### src/inc/lmu_pkg.sv
package lmu_pkg;
   // register offsets and reset values
   localparam logic [7:0] REG_BL_OFS  = 8'h00;
   localparam logic [7:0] REG_EN_OFS  = 8'h01;
   localparam logic [7:0] REG_STB_OFS = 8'h02;
   localparam logic [7:0] BL_RST      = 8'h00;
   localparam logic [7:0] EN_RST      = 8'h00;
   localparam logic [7:0] STB_RST     = 8'h10;
   localparam logic [7:0] RD_UNMAPPED = 8'h00;

   // field positions
   localparam int FADE_MSB    = 7;
   localparam int FADE_LSB    = 6;
   localparam int FADE_EN_POS = 5;
   localparam int LVL_MSB     = 4;
   localparam int SINK_N      = 4;
   localparam int GUARD_POS   = 4;
   localparam int SLVL_MSB    = 3;
   localparam int SLVL_LSB    = 1;
   localparam int RANGE_POS   = 0;

   // timing
   localparam int unsigned CLK_MHZ         = 125;
   localparam int unsigned US_PER_MS       = 1000;
   localparam int unsigned MS_PER_S        = 1000;
   localparam int unsigned CYC_PER_MS_DFLT = CLK_MHZ * US_PER_MS;
   localparam int unsigned FADE_MS_00      = 32;
   localparam int unsigned FADE_MS_01      = 24;
   localparam int unsigned FADE_MS_10      = 16;
   localparam int unsigned FADE_MS_11      = 8;
   localparam int unsigned GUARD_S         = 1;

   // codes
   localparam logic [4:0] LOW_BIAS_MAX = 5'h07;
   localparam logic [2:0] STRB_OFF     = 3'h0;
   localparam logic [6:0] DEV_ADDR     = 7'h37;

   typedef enum logic [2:0] {I2C_IDLE, I2C_RX, I2C_ACK, I2C_TX, I2C_MACK} lmu_i2c_st_t;
endpackage

### src/inc/lmu_reg_if.sv
`timescale 1ns/1ps
interface lmu_reg_if;
   logic       ce;
   logic       clr;
   logic       wr_stb;
   logic [7:0] ptr;
   logic [7:0] wr_data;
   logic [7:0] rd_data;
   modport slave (input ce, input clr, input rd_data, output wr_stb, output ptr, output wr_data);
   modport regs (output ce, output clr, output rd_data, input wr_stb, input ptr, input wr_data);
endinterface

### src/hdl/lmu_top.sv
`timescale 1ns/1ps
module lmu_top #(
   parameter int unsigned CYC_PER_MS = lmu_pkg::CYC_PER_MS_DFLT,
   parameter int          SINK_N     = lmu_pkg::SINK_N
) (
   input  wire logic              ref_clk,
   input  wire logic              rstn,
   input  wire logic              clk_en,
   input  wire logic              chip_en,
   input  wire logic              scl_i,
   input  wire logic              sda_i,
   output logic                   sda_o,
   output logic                   sda_oe,
   input  wire logic              strobe_trigger_pin,
   input  wire logic              thermal_guard,
   input  wire logic [SINK_N-1:0] open_fault,
   output logic [SINK_N-1:0]      sink_active,
   output logic [4:0]             bl_applied_code,
   output logic                   bl_low_bias,
   output logic                   strobe_sink_out,
   output logic [2:0]             strobe_level_out,
   output logic                   strobe_range_out,
   output logic                   strobe_timed_out,
   output logic                   sleep_state
);
   import lmu_pkg::*;

   // 32 bits cover a full second at the default clock
   localparam logic [31:0] GUARD_CYC = 32'(GUARD_S * MS_PER_S * CYC_PER_MS);

   lmu_reg_if rb ();

   // register fields
   logic [1:0]        fade_sel_q;
   logic              fade_on_q;
   logic [4:0]        sink_level_code_q;
   logic [SINK_N-1:0] sink_on_bits_q;
   logic              strobe_guard_timer_on_q;
   logic [2:0]        strobe_level_code_q;
   logic              strobe_range_sel_q;

   // engine state
   logic [4:0]        cur_q;
   logic [31:0]       step_cnt_q;
   logic [31:0]       guard_cnt_q;
   logic              timed_out_q;
   logic [SINK_N-1:0] float_q;

   // decode and status
   logic [SINK_N-1:0] bl_on;
   logic [31:0]       step_cyc;
   logic              ramping;
   logic              wr_bl;
   logic              wr_en;
   logic              wr_stb;
   logic              strobe_on;
   logic              asleep;

   lmu_i2c_slave u_i2c (
      .ref_clk (ref_clk),
      .rstn    (rstn),
      .rb      (rb),
      .scl_i   (scl_i),
      .sda_i   (sda_i),
      .sda_oe  (sda_oe)
   );

   // open drain: only ever pulls low
   assign sda_o  = 1'b0;
   assign rb.ce  = clk_en;
   assign rb.clr = ~chip_en;

   // step length in ms per interval code
   function automatic int unsigned fade_ms(input logic [1:0] sel);
      case (sel)
         2'b00:   fade_ms = FADE_MS_00;
         2'b01:   fade_ms = FADE_MS_01;
         2'b10:   fade_ms = FADE_MS_10;
         default: fade_ms = FADE_MS_11;
      endcase
   endfunction

   assign step_cyc = 32'(fade_ms(fade_sel_q) * CYC_PER_MS);
   assign ramping  = fade_on_q & (cur_q != sink_level_code_q);
   assign wr_bl    = rb.wr_stb & (rb.ptr == REG_BL_OFS);
   assign wr_en    = rb.wr_stb & (rb.ptr == REG_EN_OFS);
   assign wr_stb   = rb.wr_stb & (rb.ptr == REG_STB_OFS);

   // register bank; chip enable low acts as a synchronous clear
   always_ff @(posedge ref_clk or negedge rstn) begin
      if (!rstn) begin
         fade_sel_q <= BL_RST[FADE_MSB:FADE_LSB];
         fade_on_q  <= BL_RST[FADE_EN_POS];
      end else if (clk_en) begin
         if (!chip_en) begin
            fade_sel_q <= BL_RST[FADE_MSB:FADE_LSB];
            fade_on_q  <= BL_RST[FADE_EN_POS];
         end else if (wr_bl) begin
            fade_sel_q <= rb.wr_data[FADE_MSB:FADE_LSB];
            fade_on_q  <= rb.wr_data[FADE_EN_POS];
         end
      end
   end

   // level is frozen while stepping
   always_ff @(posedge ref_clk or negedge rstn) begin
      if (!rstn) begin
         sink_level_code_q <= BL_RST[LVL_MSB:0];
      end else if (clk_en) begin
         if (!chip_en) begin
            sink_level_code_q <= BL_RST[LVL_MSB:0];
         end else if (wr_bl && !ramping) begin
            sink_level_code_q <= rb.wr_data[LVL_MSB:0];
         end
      end
   end

   // upper bits are not stored, so stray ones are harmless
   always_ff @(posedge ref_clk or negedge rstn) begin
      if (!rstn) begin
         sink_on_bits_q <= EN_RST[SINK_N-1:0];
      end else if (clk_en) begin
         if (!chip_en) begin
            sink_on_bits_q <= EN_RST[SINK_N-1:0];
         end else if (wr_en) begin
            sink_on_bits_q <= rb.wr_data[SINK_N-1:0];
         end
      end
   end

   // strobe control register
   always_ff @(posedge ref_clk or negedge rstn) begin
      if (!rstn) begin
         strobe_guard_timer_on_q <= STB_RST[GUARD_POS];
         strobe_level_code_q     <= STB_RST[SLVL_MSB:SLVL_LSB];
         strobe_range_sel_q      <= STB_RST[RANGE_POS];
      end else if (clk_en) begin
         if (!chip_en) begin
            strobe_guard_timer_on_q <= STB_RST[GUARD_POS];
            strobe_level_code_q     <= STB_RST[SLVL_MSB:SLVL_LSB];
            strobe_range_sel_q      <= STB_RST[RANGE_POS];
         end else if (wr_stb) begin
            strobe_guard_timer_on_q <= rb.wr_data[GUARD_POS];
            strobe_level_code_q     <= rb.wr_data[SLVL_MSB:SLVL_LSB];
            strobe_range_sel_q      <= rb.wr_data[RANGE_POS];
         end
      end
   end

   // read back stored values, level as programmed target
   always_comb begin
      rb.rd_data = RD_UNMAPPED;
      case (rb.ptr)
         REG_BL_OFS:  rb.rd_data = {fade_sel_q, fade_on_q, sink_level_code_q};
         REG_EN_OFS:  rb.rd_data[SINK_N-1:0] = sink_on_bits_q;
         REG_STB_OFS: rb.rd_data[GUARD_POS:0] = {strobe_guard_timer_on_q, strobe_level_code_q,
                                                 strobe_range_sel_q};
         default:     rb.rd_data = RD_UNMAPPED;
      endcase
   end

   // fade engine; the interval is compared live so a new rate acts on the step already under way
   always_ff @(posedge ref_clk or negedge rstn) begin
      if (!rstn) begin
         cur_q      <= BL_RST[LVL_MSB:0];
         step_cnt_q <= 32'h0000_0000;
      end else if (clk_en) begin
         if (!chip_en) begin
            cur_q      <= BL_RST[LVL_MSB:0];
            step_cnt_q <= 32'h0000_0000;
         end else if (!fade_on_q || asleep) begin
            // with fading off or in sleep, the level jumps straight to the target
            cur_q      <= sink_level_code_q;
            step_cnt_q <= 32'h0000_0000;
         end else if (cur_q != sink_level_code_q) begin
            if (step_cnt_q >= step_cyc - 32'h0000_0001) begin
               step_cnt_q <= 32'h0000_0000;
               if (cur_q < sink_level_code_q) cur_q <= cur_q + 5'h01;
               else cur_q <= cur_q - 5'h01;
            end else begin
               step_cnt_q <= step_cnt_q + 32'h0000_0001;
            end
         end else begin
            step_cnt_q <= 32'h0000_0000;
         end
      end
   end

   // per sink float latch, released by clearing that sink's enable
   genvar gi;
   generate
      for (gi = 0; gi < SINK_N; gi++) begin : g_sink
         always_ff @(posedge ref_clk or negedge rstn) begin
            if (!rstn) begin
               float_q[gi] <= 1'b0;
            end else if (clk_en) begin
               if (!chip_en) float_q[gi] <= 1'b0;
               else if (sink_on_bits_q[gi] && open_fault[gi]) float_q[gi] <= 1'b1;
               else if (!sink_on_bits_q[gi]) float_q[gi] <= 1'b0;
            end
         end
         assign bl_on[gi] = sink_on_bits_q[gi] & ~float_q[gi] & ~thermal_guard;
      end
   endgenerate

   // with the pin tied high, the register level, timeout and thermal guard alone gate the strobe
   assign strobe_on = strobe_trigger_pin & (strobe_level_code_q != STRB_OFF)
                      & ~timed_out_q & ~thermal_guard;
   assign asleep    = ~(|bl_on) & ~strobe_on;

   // strobe safety timer latch
   always_ff @(posedge ref_clk or negedge rstn) begin
      if (!rstn) begin
         timed_out_q <= 1'b0;
      end else if (clk_en) begin
         if (!chip_en) begin
            timed_out_q <= 1'b0;
         end else if (!strobe_trigger_pin || strobe_level_code_q == STRB_OFF) begin
            timed_out_q <= 1'b0;
         end else if (!strobe_guard_timer_on_q) begin
            timed_out_q <= 1'b0;
         end else if (strobe_on && guard_cnt_q >= GUARD_CYC - 32'h0000_0001) begin
            timed_out_q <= 1'b1;
         end
      end
   end

   // counts only while the sink really conducts; any gap restarts it
   always_ff @(posedge ref_clk or negedge rstn) begin
      if (!rstn) begin
         guard_cnt_q <= 32'h0000_0000;
      end else if (clk_en) begin
         if (!chip_en) begin
            guard_cnt_q <= 32'h0000_0000;
         end else if (strobe_on && strobe_guard_timer_on_q
                      && guard_cnt_q < GUARD_CYC - 32'h0000_0001) begin
            guard_cnt_q <= guard_cnt_q + 32'h0000_0001;
         end else begin
            guard_cnt_q <= 32'h0000_0000;
         end
      end
   end

   // registered pin-side outputs, backlight side
   always_ff @(posedge ref_clk or negedge rstn) begin
      if (!rstn) begin
         sink_active     <= '0;
         bl_applied_code <= BL_RST[LVL_MSB:0];
         bl_low_bias     <= 1'b1;
      end else if (clk_en) begin
         sink_active     <= bl_on;
         bl_applied_code <= cur_q;
         bl_low_bias     <= (cur_q <= LOW_BIAS_MAX);
      end
   end

   // registered pin-side outputs, strobe side
   always_ff @(posedge ref_clk or negedge rstn) begin
      if (!rstn) begin
         strobe_sink_out  <= 1'b0;
         strobe_level_out <= STRB_OFF;
         strobe_range_out <= STB_RST[RANGE_POS];
         strobe_timed_out <= 1'b0;
      end else if (clk_en) begin
         strobe_sink_out  <= strobe_on;
         strobe_level_out <= strobe_on ? strobe_level_code_q : STRB_OFF;
         strobe_range_out <= strobe_range_sel_q;
         strobe_timed_out <= timed_out_q;
      end
   end

   // sleep flag
   always_ff @(posedge ref_clk or negedge rstn) begin
      if (!rstn) begin
         sleep_state <= 1'b1;
      end else if (clk_en) begin
         sleep_state <= asleep;
      end
   end
endmodule

### src/hdl/lmu_i2c_slave.sv
`timescale 1ns/1ps
module lmu_i2c_slave (
   input  wire logic ref_clk,
   input  wire logic rstn,
   lmu_reg_if.slave  rb,
   input  wire logic scl_i,
   input  wire logic sda_i,
   output logic      sda_oe
);
   import lmu_pkg::*;

   lmu_i2c_st_t st_q;
   logic        scl_q;
   logic        sda_q;
   logic        rw_q;
   logic        nack_q;
   logic        oe_q;
   logic        wr_stb_q;
   logic [3:0]  bit_q;
   logic [1:0]  byte_q;
   logic [7:0]  sh_q;
   logic [7:0]  ptr_q;
   logic        scl_rise;
   logic        scl_fall;
   logic        start;
   logic        stop;

   assign scl_rise   = scl_i & ~scl_q;
   assign scl_fall   = ~scl_i & scl_q;
   assign start      = scl_i & scl_q & sda_q & ~sda_i;
   assign stop       = scl_i & scl_q & ~sda_q & sda_i;
   assign sda_oe     = oe_q;
   assign rb.wr_stb  = wr_stb_q;
   assign rb.wr_data = sh_q;
   assign rb.ptr     = ptr_q;

   always_ff @(posedge ref_clk or negedge rstn) begin
      if (!rstn) begin
         scl_q <= 1'b1;
         sda_q <= 1'b1;
      end else if (rb.ce) begin
         scl_q <= scl_i;
         sda_q <= sda_i;
      end
   end

   // no auto increment: the pointer stays until the next pointer byte
   always_ff @(posedge ref_clk or negedge rstn) begin
      if (!rstn) begin
         st_q     <= I2C_IDLE;
         rw_q     <= 1'b0;
         nack_q   <= 1'b0;
         oe_q     <= 1'b0;
         wr_stb_q <= 1'b0;
         bit_q    <= 4'h0;
         byte_q   <= 2'h0;
         sh_q     <= 8'h00;
         ptr_q    <= 8'h00;
      end else if (rb.ce) begin
         wr_stb_q <= 1'b0;
         if (rb.clr || stop) begin
            st_q <= I2C_IDLE;
            oe_q <= 1'b0;
            if (rb.clr) ptr_q <= 8'h00;
         end else if (start) begin
            st_q   <= I2C_RX;
            bit_q  <= 4'h0;
            byte_q <= 2'h0;
            oe_q   <= 1'b0;
         end else begin
            case (st_q)
               I2C_RX: begin
                  if (scl_rise && bit_q != 4'h8) begin
                     sh_q  <= {sh_q[6:0], sda_i};
                     bit_q <= bit_q + 4'h1;
                  end else if (scl_fall && bit_q == 4'h8) begin
                     bit_q <= 4'h0;
                     st_q  <= I2C_ACK;
                     oe_q  <= 1'b1;
                     if (byte_q == 2'h0) begin
                        rw_q <= sh_q[0];
                        if (sh_q[7:1] != DEV_ADDR) begin
                           st_q <= I2C_IDLE;
                           oe_q <= 1'b0;
                        end
                     end else if (byte_q == 2'h1) begin
                        ptr_q <= sh_q;
                     end else begin
                        wr_stb_q <= 1'b1;
                     end
                  end
               end
               I2C_ACK: begin
                  if (scl_fall) begin
                     oe_q <= 1'b0;
                     if (byte_q != 2'h3) byte_q <= byte_q + 2'h1;
                     if (rw_q && byte_q == 2'h0) begin
                        st_q <= I2C_TX;
                        sh_q <= rb.rd_data;
                        oe_q <= ~rb.rd_data[7];
                     end else begin
                        st_q <= I2C_RX;
                     end
                  end
               end
               I2C_TX: begin
                  if (scl_fall) begin
                     if (bit_q == 4'h7) begin
                        st_q <= I2C_MACK;
                        oe_q <= 1'b0;
                     end else begin
                        sh_q  <= {sh_q[6:0], 1'b0};
                        oe_q  <= ~sh_q[6];
                        bit_q <= bit_q + 4'h1;
                     end
                  end
               end
               I2C_MACK: begin
                  if (scl_rise) begin
                     nack_q <= sda_i;
                  end else if (scl_fall) begin
                     bit_q <= 4'h0;
                     if (nack_q) begin
                        st_q <= I2C_IDLE;
                     end else begin
                        st_q <= I2C_TX;
                        sh_q <= rb.rd_data;
                        oe_q <= ~rb.rd_data[7];
                     end
                  end
               end
               default: st_q <= I2C_IDLE;
            endcase
         end
      end
   end
endmodule

### config.mk
export PLATFORM = sky130hd
export DESIGN_NAME = lmu_top
export DESIGN_NICKNAME = d
export VERILOG_FILES = /design/src/inc/lmu_pkg.sv /design/src/inc/lmu_reg_if.sv /design/src/hdl/lmu_top.sv /design/src/hdl/lmu_i2c_slave.sv
export SDC_FILE = /design/constraint.sdc
export NUM_CORES = 1
export LEC_CHECK = 0
export BUFFER_PORTS_ARGS = -buffer_cell sky130_fd_sc_hd__buf_2
export CAP_MARGIN = 20
export CORE_ASPECT_RATIO = 0.75
export CORE_MARGIN = 2
export CORE_UTILIZATION = 30
export DETAILED_ROUTE_END_ITERATION = 6
export PLACE_DENSITY = 0.45
export SYNTH_ARGS = -nofsm -noshare
export SYNTH_HDL_FRONTEND = slang
export SYNTH_HIERARCHICAL = 1
export SYNTH_SLANG_ARGS = --single-unit
export TNS_END_PERCENT = 100
### constraint.sdc
create_clock -name ref_clk -period 5 [get_ports ref_clk]
set_clock_uncertainty 0.2 [all_clocks]
set_input_delay 0 -clock ref_clk [delete_from_list [all_inputs] [get_ports ref_clk]]
set_output_delay 0 -clock ref_clk [all_outputs]
set_load 0.05 [all_outputs]
==> results by stage <==
Synth:
- The post-synthesis compound-gate area fraction is 0.167.
- Synthesis produced 833 cells.
- The commonest cells after synthesis are 134 x sky130_fd_sc_hd__dfrtp_1, 66 x sky130_fd_sc_hd__nand2_1, 44 x sky130_fd_sc_hd__nor2_1.
- The number of enable flip-flop cells after synthesis is 0.
- In the synthesized netlist the async set-or-reset flop fraction comes to 1.00.
- The number of different library cells used by synthesis comes to slightly below 90.
- The average instance in the mapped netlist occupies 9.91 sq um.
- After synthesis the netlist holds a flip-flop and latch count of between 100 and 150.
- Of the post-synthesis cell area, the dominant cell type holds 0.406.
- The simple-gate share of the synthesized area is 0.212.
- After synthesis, the cell types taking the most area are sky130_fd_sc_hd__dfrtp_1 41%, sky130_fd_sc_hd__ha_1 6.1%, sky130_fd_sc_hd__mux2_2 4.5%, sky130_fd_sc_hd__nand2_1 3.0%, sky130_fd_sc_hd__o21ai_0 2.4%.
- Of the total synthesized cell area, the portion taken by XOR and XNOR cells is 0.00743.
- The cell type with the largest total area after synthesis is sky130_fd_sc_hd__dfrtp_1.
- The main flop type after synthesis is sky130_fd_sc_hd__dfrtp_1.
- The main combinational cell family by area after synthesis is simple AND/OR/NAND/NOR gates.
- The adder and majority gate portion of the synthesized area is 0.0655.
- The cell with the most instances after synthesis is sky130_fd_sc_hd__dfrtp_1.
- For this run, the register share of the synthesized area comes to 0.422.
- The Yosys step of the flow raised 6 warnings.
- The area of the mapped netlist is just over 8000 sq um.
- The mux contribution to synthesized area is 0.0831.

Floorplan:
- The area of the placeable core is 27000 sq um.
- The floorplan row count is between 50 and 60.
- The horizontal die dimension is 196 um.
- The die span in y is between 100 and 150 um.
- The initial utilization of the core area, before any placement, comes to 0.306.
- The total die area is 28900 sq um.
- The top-level I/O count is 31.

Placement:
- The half-perimeter wire length after placement is about 14 mm.
- Buffers placed on the I/O ports in this run total 29.
- Timing analysis after detailed placement gives a worst setup slack of 0.196 ns.
- The post-placement cell count is 1185.
- Routability-driven placement finished with a final weighted congestion of between 0.8 and 0.9.

Global route:
- The first global-routing pass estimated between 30 and 40 mm of wire.
- The number of global-route vias before repair came to 6229.
- After global routing the overflow that remains totals 0.
- The number of antenna violations at the first check in global routing is 0.
- For this run, the total global-route usage over all layers was measured as 0.155.
- The pin count of the biggest net entering global routing is slightly above 80.

Finish:
- At the end of the flow, the number of nets in the layout was slightly above 900.
- The footprint of the flip-flops and latches is 3480 sq um.
- In the final layout, the share of cells above drive strength 1 is 0.159.
- Leaving out filler cells and counting taps, the final layout contains 1236.
- The antenna diode count is 0.
- The area used by multi-input combinational logic is 4430 sq um.
- The area growth from synthesis to layout is 14.7%.
- The filler cell count is between 2000 and 3000.

STA:
- Setup violations remaining at the end of the flow were counted as 0.
- Setup total negative slack on the finished layout was measured at 0 ns.
- At the pin with the least slew margin, the transition time is around 0.95 ns.
- The smallest clock period supported by the final layout is computed as roughly 4.6 ns.
- Setup repair after global routing left no endpoint under its margin.
- The achievable frequency is about 0.22 GHz.
- The final count of hold timing violations is 0.
- Once routing completed, OpenROAD measured the worst setup slack at around 0.43 ns.
- The period utilization is 0.913.
- The worst hold slack is around 0.000094 ns.
- The max-slew headroom at the worst pin is 0.366.
- The final-report max-slew violation count is 0.

Power:
- In this run the static leakage power is around 4.3 nW.
- For this design the ratio of total power to cell area is approximately 280 nW/um^2.
- The overall power consumption is between 0.002 and 0.003 W.
- The peak supply drop is about 0.00022 V.

Drt:
- The total wire length after detailed routing is 21.2 mm.
- Summing over every cut layer, the via total after detailed routing is about 6400.
- The DRC marker count from the first detailed-route iteration is ~380.
- The per-cell routed wire length is around 17 um.
- The via density per instance is between 5 and 6.
- The number of antenna-violating nets in the routed design is 0.
- The number of iterations in the first detailed-routing pass is 5.
- For this run, design rule violations remaining after detail routing come to 0.

Clock network:
- The number of levels the H-tree was split into is 4.
- The maximum number of buffers from clock root to sink is 2.
- The insertion delay of the later-clocked pin in the worst-skew pair is between 0.4 and 0.5 ns.
- CTS placed an instance of sky130_fd_sc_hd__clkbuf_16 at the clock tree root.
- The clock sink count is ~140.
- TritonCTS built the clock tree.
- The number of buffers created by CTS is 17.
- Clock-pin slew was measured on the worst setup and hold paths at about 0.070 ns.

Setup path:
- The launch point of the worst reg-to-reg path is fade_sel_q[1].
- The kind of end point of the critical path is a flop.
- At the worst endpoint, the required time is between 5 and 6 ns.
- The source of the critical timing path is fade_sel_q[1].
- The worst-path maximum fanout is 6.
- The category of cells accounting for the largest share of critical-path delay is adder cells.
- The arrival time of data at the critical path endpoint is ~4.7 ns.
- The worst setup path is launched from a flop.
- The number of cells on the worst reg-to-reg path is 17.
- The critical path in this run is classified as reg2reg.
- The largest individual stage delay along the critical path comes from the cell sky130_fd_sc_hd__dfrtp_1.
- The critical path crosses 17 cells after its start point.
- In this design, the stage delay of the slowest critical-path cell is approximately 0.44 ns.
- Traced cell by cell, the critical path runs through inv_1 -> ha_1 -> inv_1 -> ha_1 -> inv_1 -> ha_1 -> fa_1 -> xnor2_1 -> xnor2_1 -> ha_1 -> a2111oi_0 -> nand3_1 -> a21oi_1 -> o21ai_1 -> o211ai_1 -> buf_4 -> mux2_2.
- In this design, the critical path's most frequently occurring cell is sky130_fd_sc_hd__ha_1.
- The buffer and inverter count on the worst path is 4.

Hold path:
- The class of the tightest hold or removal check is in2async.

Job:
- Max-cap violations in this run came to 0.

Outcome:
- The run finished with clean final reports.
[worst paths after layout]
path                                        to  slack (ns)
max                                   cur_q[2]        0.43
min                            guard_cnt_q[10]     0.00009
max reg2reg                           cur_q[2]        0.43
min reg2reg                     sink_active[2]        0.29
max in group asynchronous  u_i2c/rb.wr_data[5]        3.30
min in group ref_clk               u_i2c/sda_q        0.26
[state kept, by name, indices dropped and copies added (netlist names), 5 cells and up]
signal and count:
u_i2c/rb.wr_data 8, sink_level_code_q 5, step_cnt_q 32, guard_cnt_q 32
cur_q 5, bl_applied_code 5, u_i2c/rb.ptr 8
[routing by layer]
layer  share of wire  wire (um)  track usage
met2            0.42       8800        0.223
met5               0          0            0
met4           0.012        260       0.0489
met3           0.034        714       0.0283
met1            0.54      11400        0.233
[report_power, final]
group          total (W)  switching, W  internal (W)  leakage, nW
combinational   0.000218      0.000140     0.0000780         2.16
sequential       0.00117     0.0000222       0.00114         1.92
clock            0.00127      0.000560      0.000706        0.263
[cells in the final DEF, fill, tap and decap left out, types with 5 or more instances in the layout]
cell type,n
sky130_fd_sc_hd__a211o_1,7
sky130_fd_sc_hd__a21o_1,22
sky130_fd_sc_hd__a21oi_1,37
sky130_fd_sc_hd__a22o_1,7
sky130_fd_sc_hd__a31oi_1,20
sky130_fd_sc_hd__a41oi_1,7
sky130_fd_sc_hd__and2_1,12
sky130_fd_sc_hd__and3_1,20
sky130_fd_sc_hd__and4_1,5
sky130_fd_sc_hd__buf_2,27
sky130_fd_sc_hd__buf_4,8
sky130_fd_sc_hd__clkbuf_16,17
sky130_fd_sc_hd__clkinvlp_4,6
sky130_fd_sc_hd__dfrtp_1,134
sky130_fd_sc_hd__dfstp_2,5
sky130_fd_sc_hd__dlygate4sd3_1,18
sky130_fd_sc_hd__ha_1,40
sky130_fd_sc_hd__inv_1,34
sky130_fd_sc_hd__inv_6,5
sky130_fd_sc_hd__mux2_2,33
sky130_fd_sc_hd__mux2_4,8
sky130_fd_sc_hd__mux2i_1,16
sky130_fd_sc_hd__nand2_1,66
sky130_fd_sc_hd__nand2b_1,10
sky130_fd_sc_hd__nand3_1,33
sky130_fd_sc_hd__nand4_1,12
sky130_fd_sc_hd__nor2_1,44
sky130_fd_sc_hd__nor2b_1,20
sky130_fd_sc_hd__nor3_1,20
sky130_fd_sc_hd__nor3b_1,9
sky130_fd_sc_hd__nor4_1,18
sky130_fd_sc_hd__o21ai_0,39
sky130_fd_sc_hd__o21ai_1,9
sky130_fd_sc_hd__o2bb2ai_1,8
sky130_fd_sc_hd__or3_1,5
sky130_fd_sc_hd__xnor2_1,6
[per-stage QoR]
stage / cell area (sq um) / utilization
after floorplan: 8260 / -
after global placement: 8700 / 0.322
after detailed placement: 8700 / 0.322
after CTS: 9460 / 0.350
after global routing: 9470 / 0.351
final: 9470 / 0.351
[kinds of logic (layout without fill, tap and decap cells)]
kind of cell             count (synthesis)  count (layout)
AO/OA/AOI/OAI                          202             202
flip-flops                             139             139
AND/OR/NAND/NOR                        312             312
buffers and inverters                   70             121
other                                    1               2
adder cells (fa/ha/maj)                 42              42
multiplexers                            60              60
XOR/XNOR                                 7               7
[cell type report]
cell class                      count  area share
Timing Repair Buffer               54      0.0408
Clock buffer                       18      0.0464
Tap cell                          351      0.0464
Sequential cell                   139       0.368
Clock inverter                     14      0.0144
Inverter                           35      0.0153
Multi-Input combinational cell    625       0.468
[repair_timing]
action | CTS | global route
endpoints found under the setup margin | 0 | 5
buffers inserted | 0 | 1
resized for setup | 0 | 1
hold endpoints to repair | 126 | 0
hold buffers | 18 | 0
No activity file was read; power rests on OpenSTA's default activity.
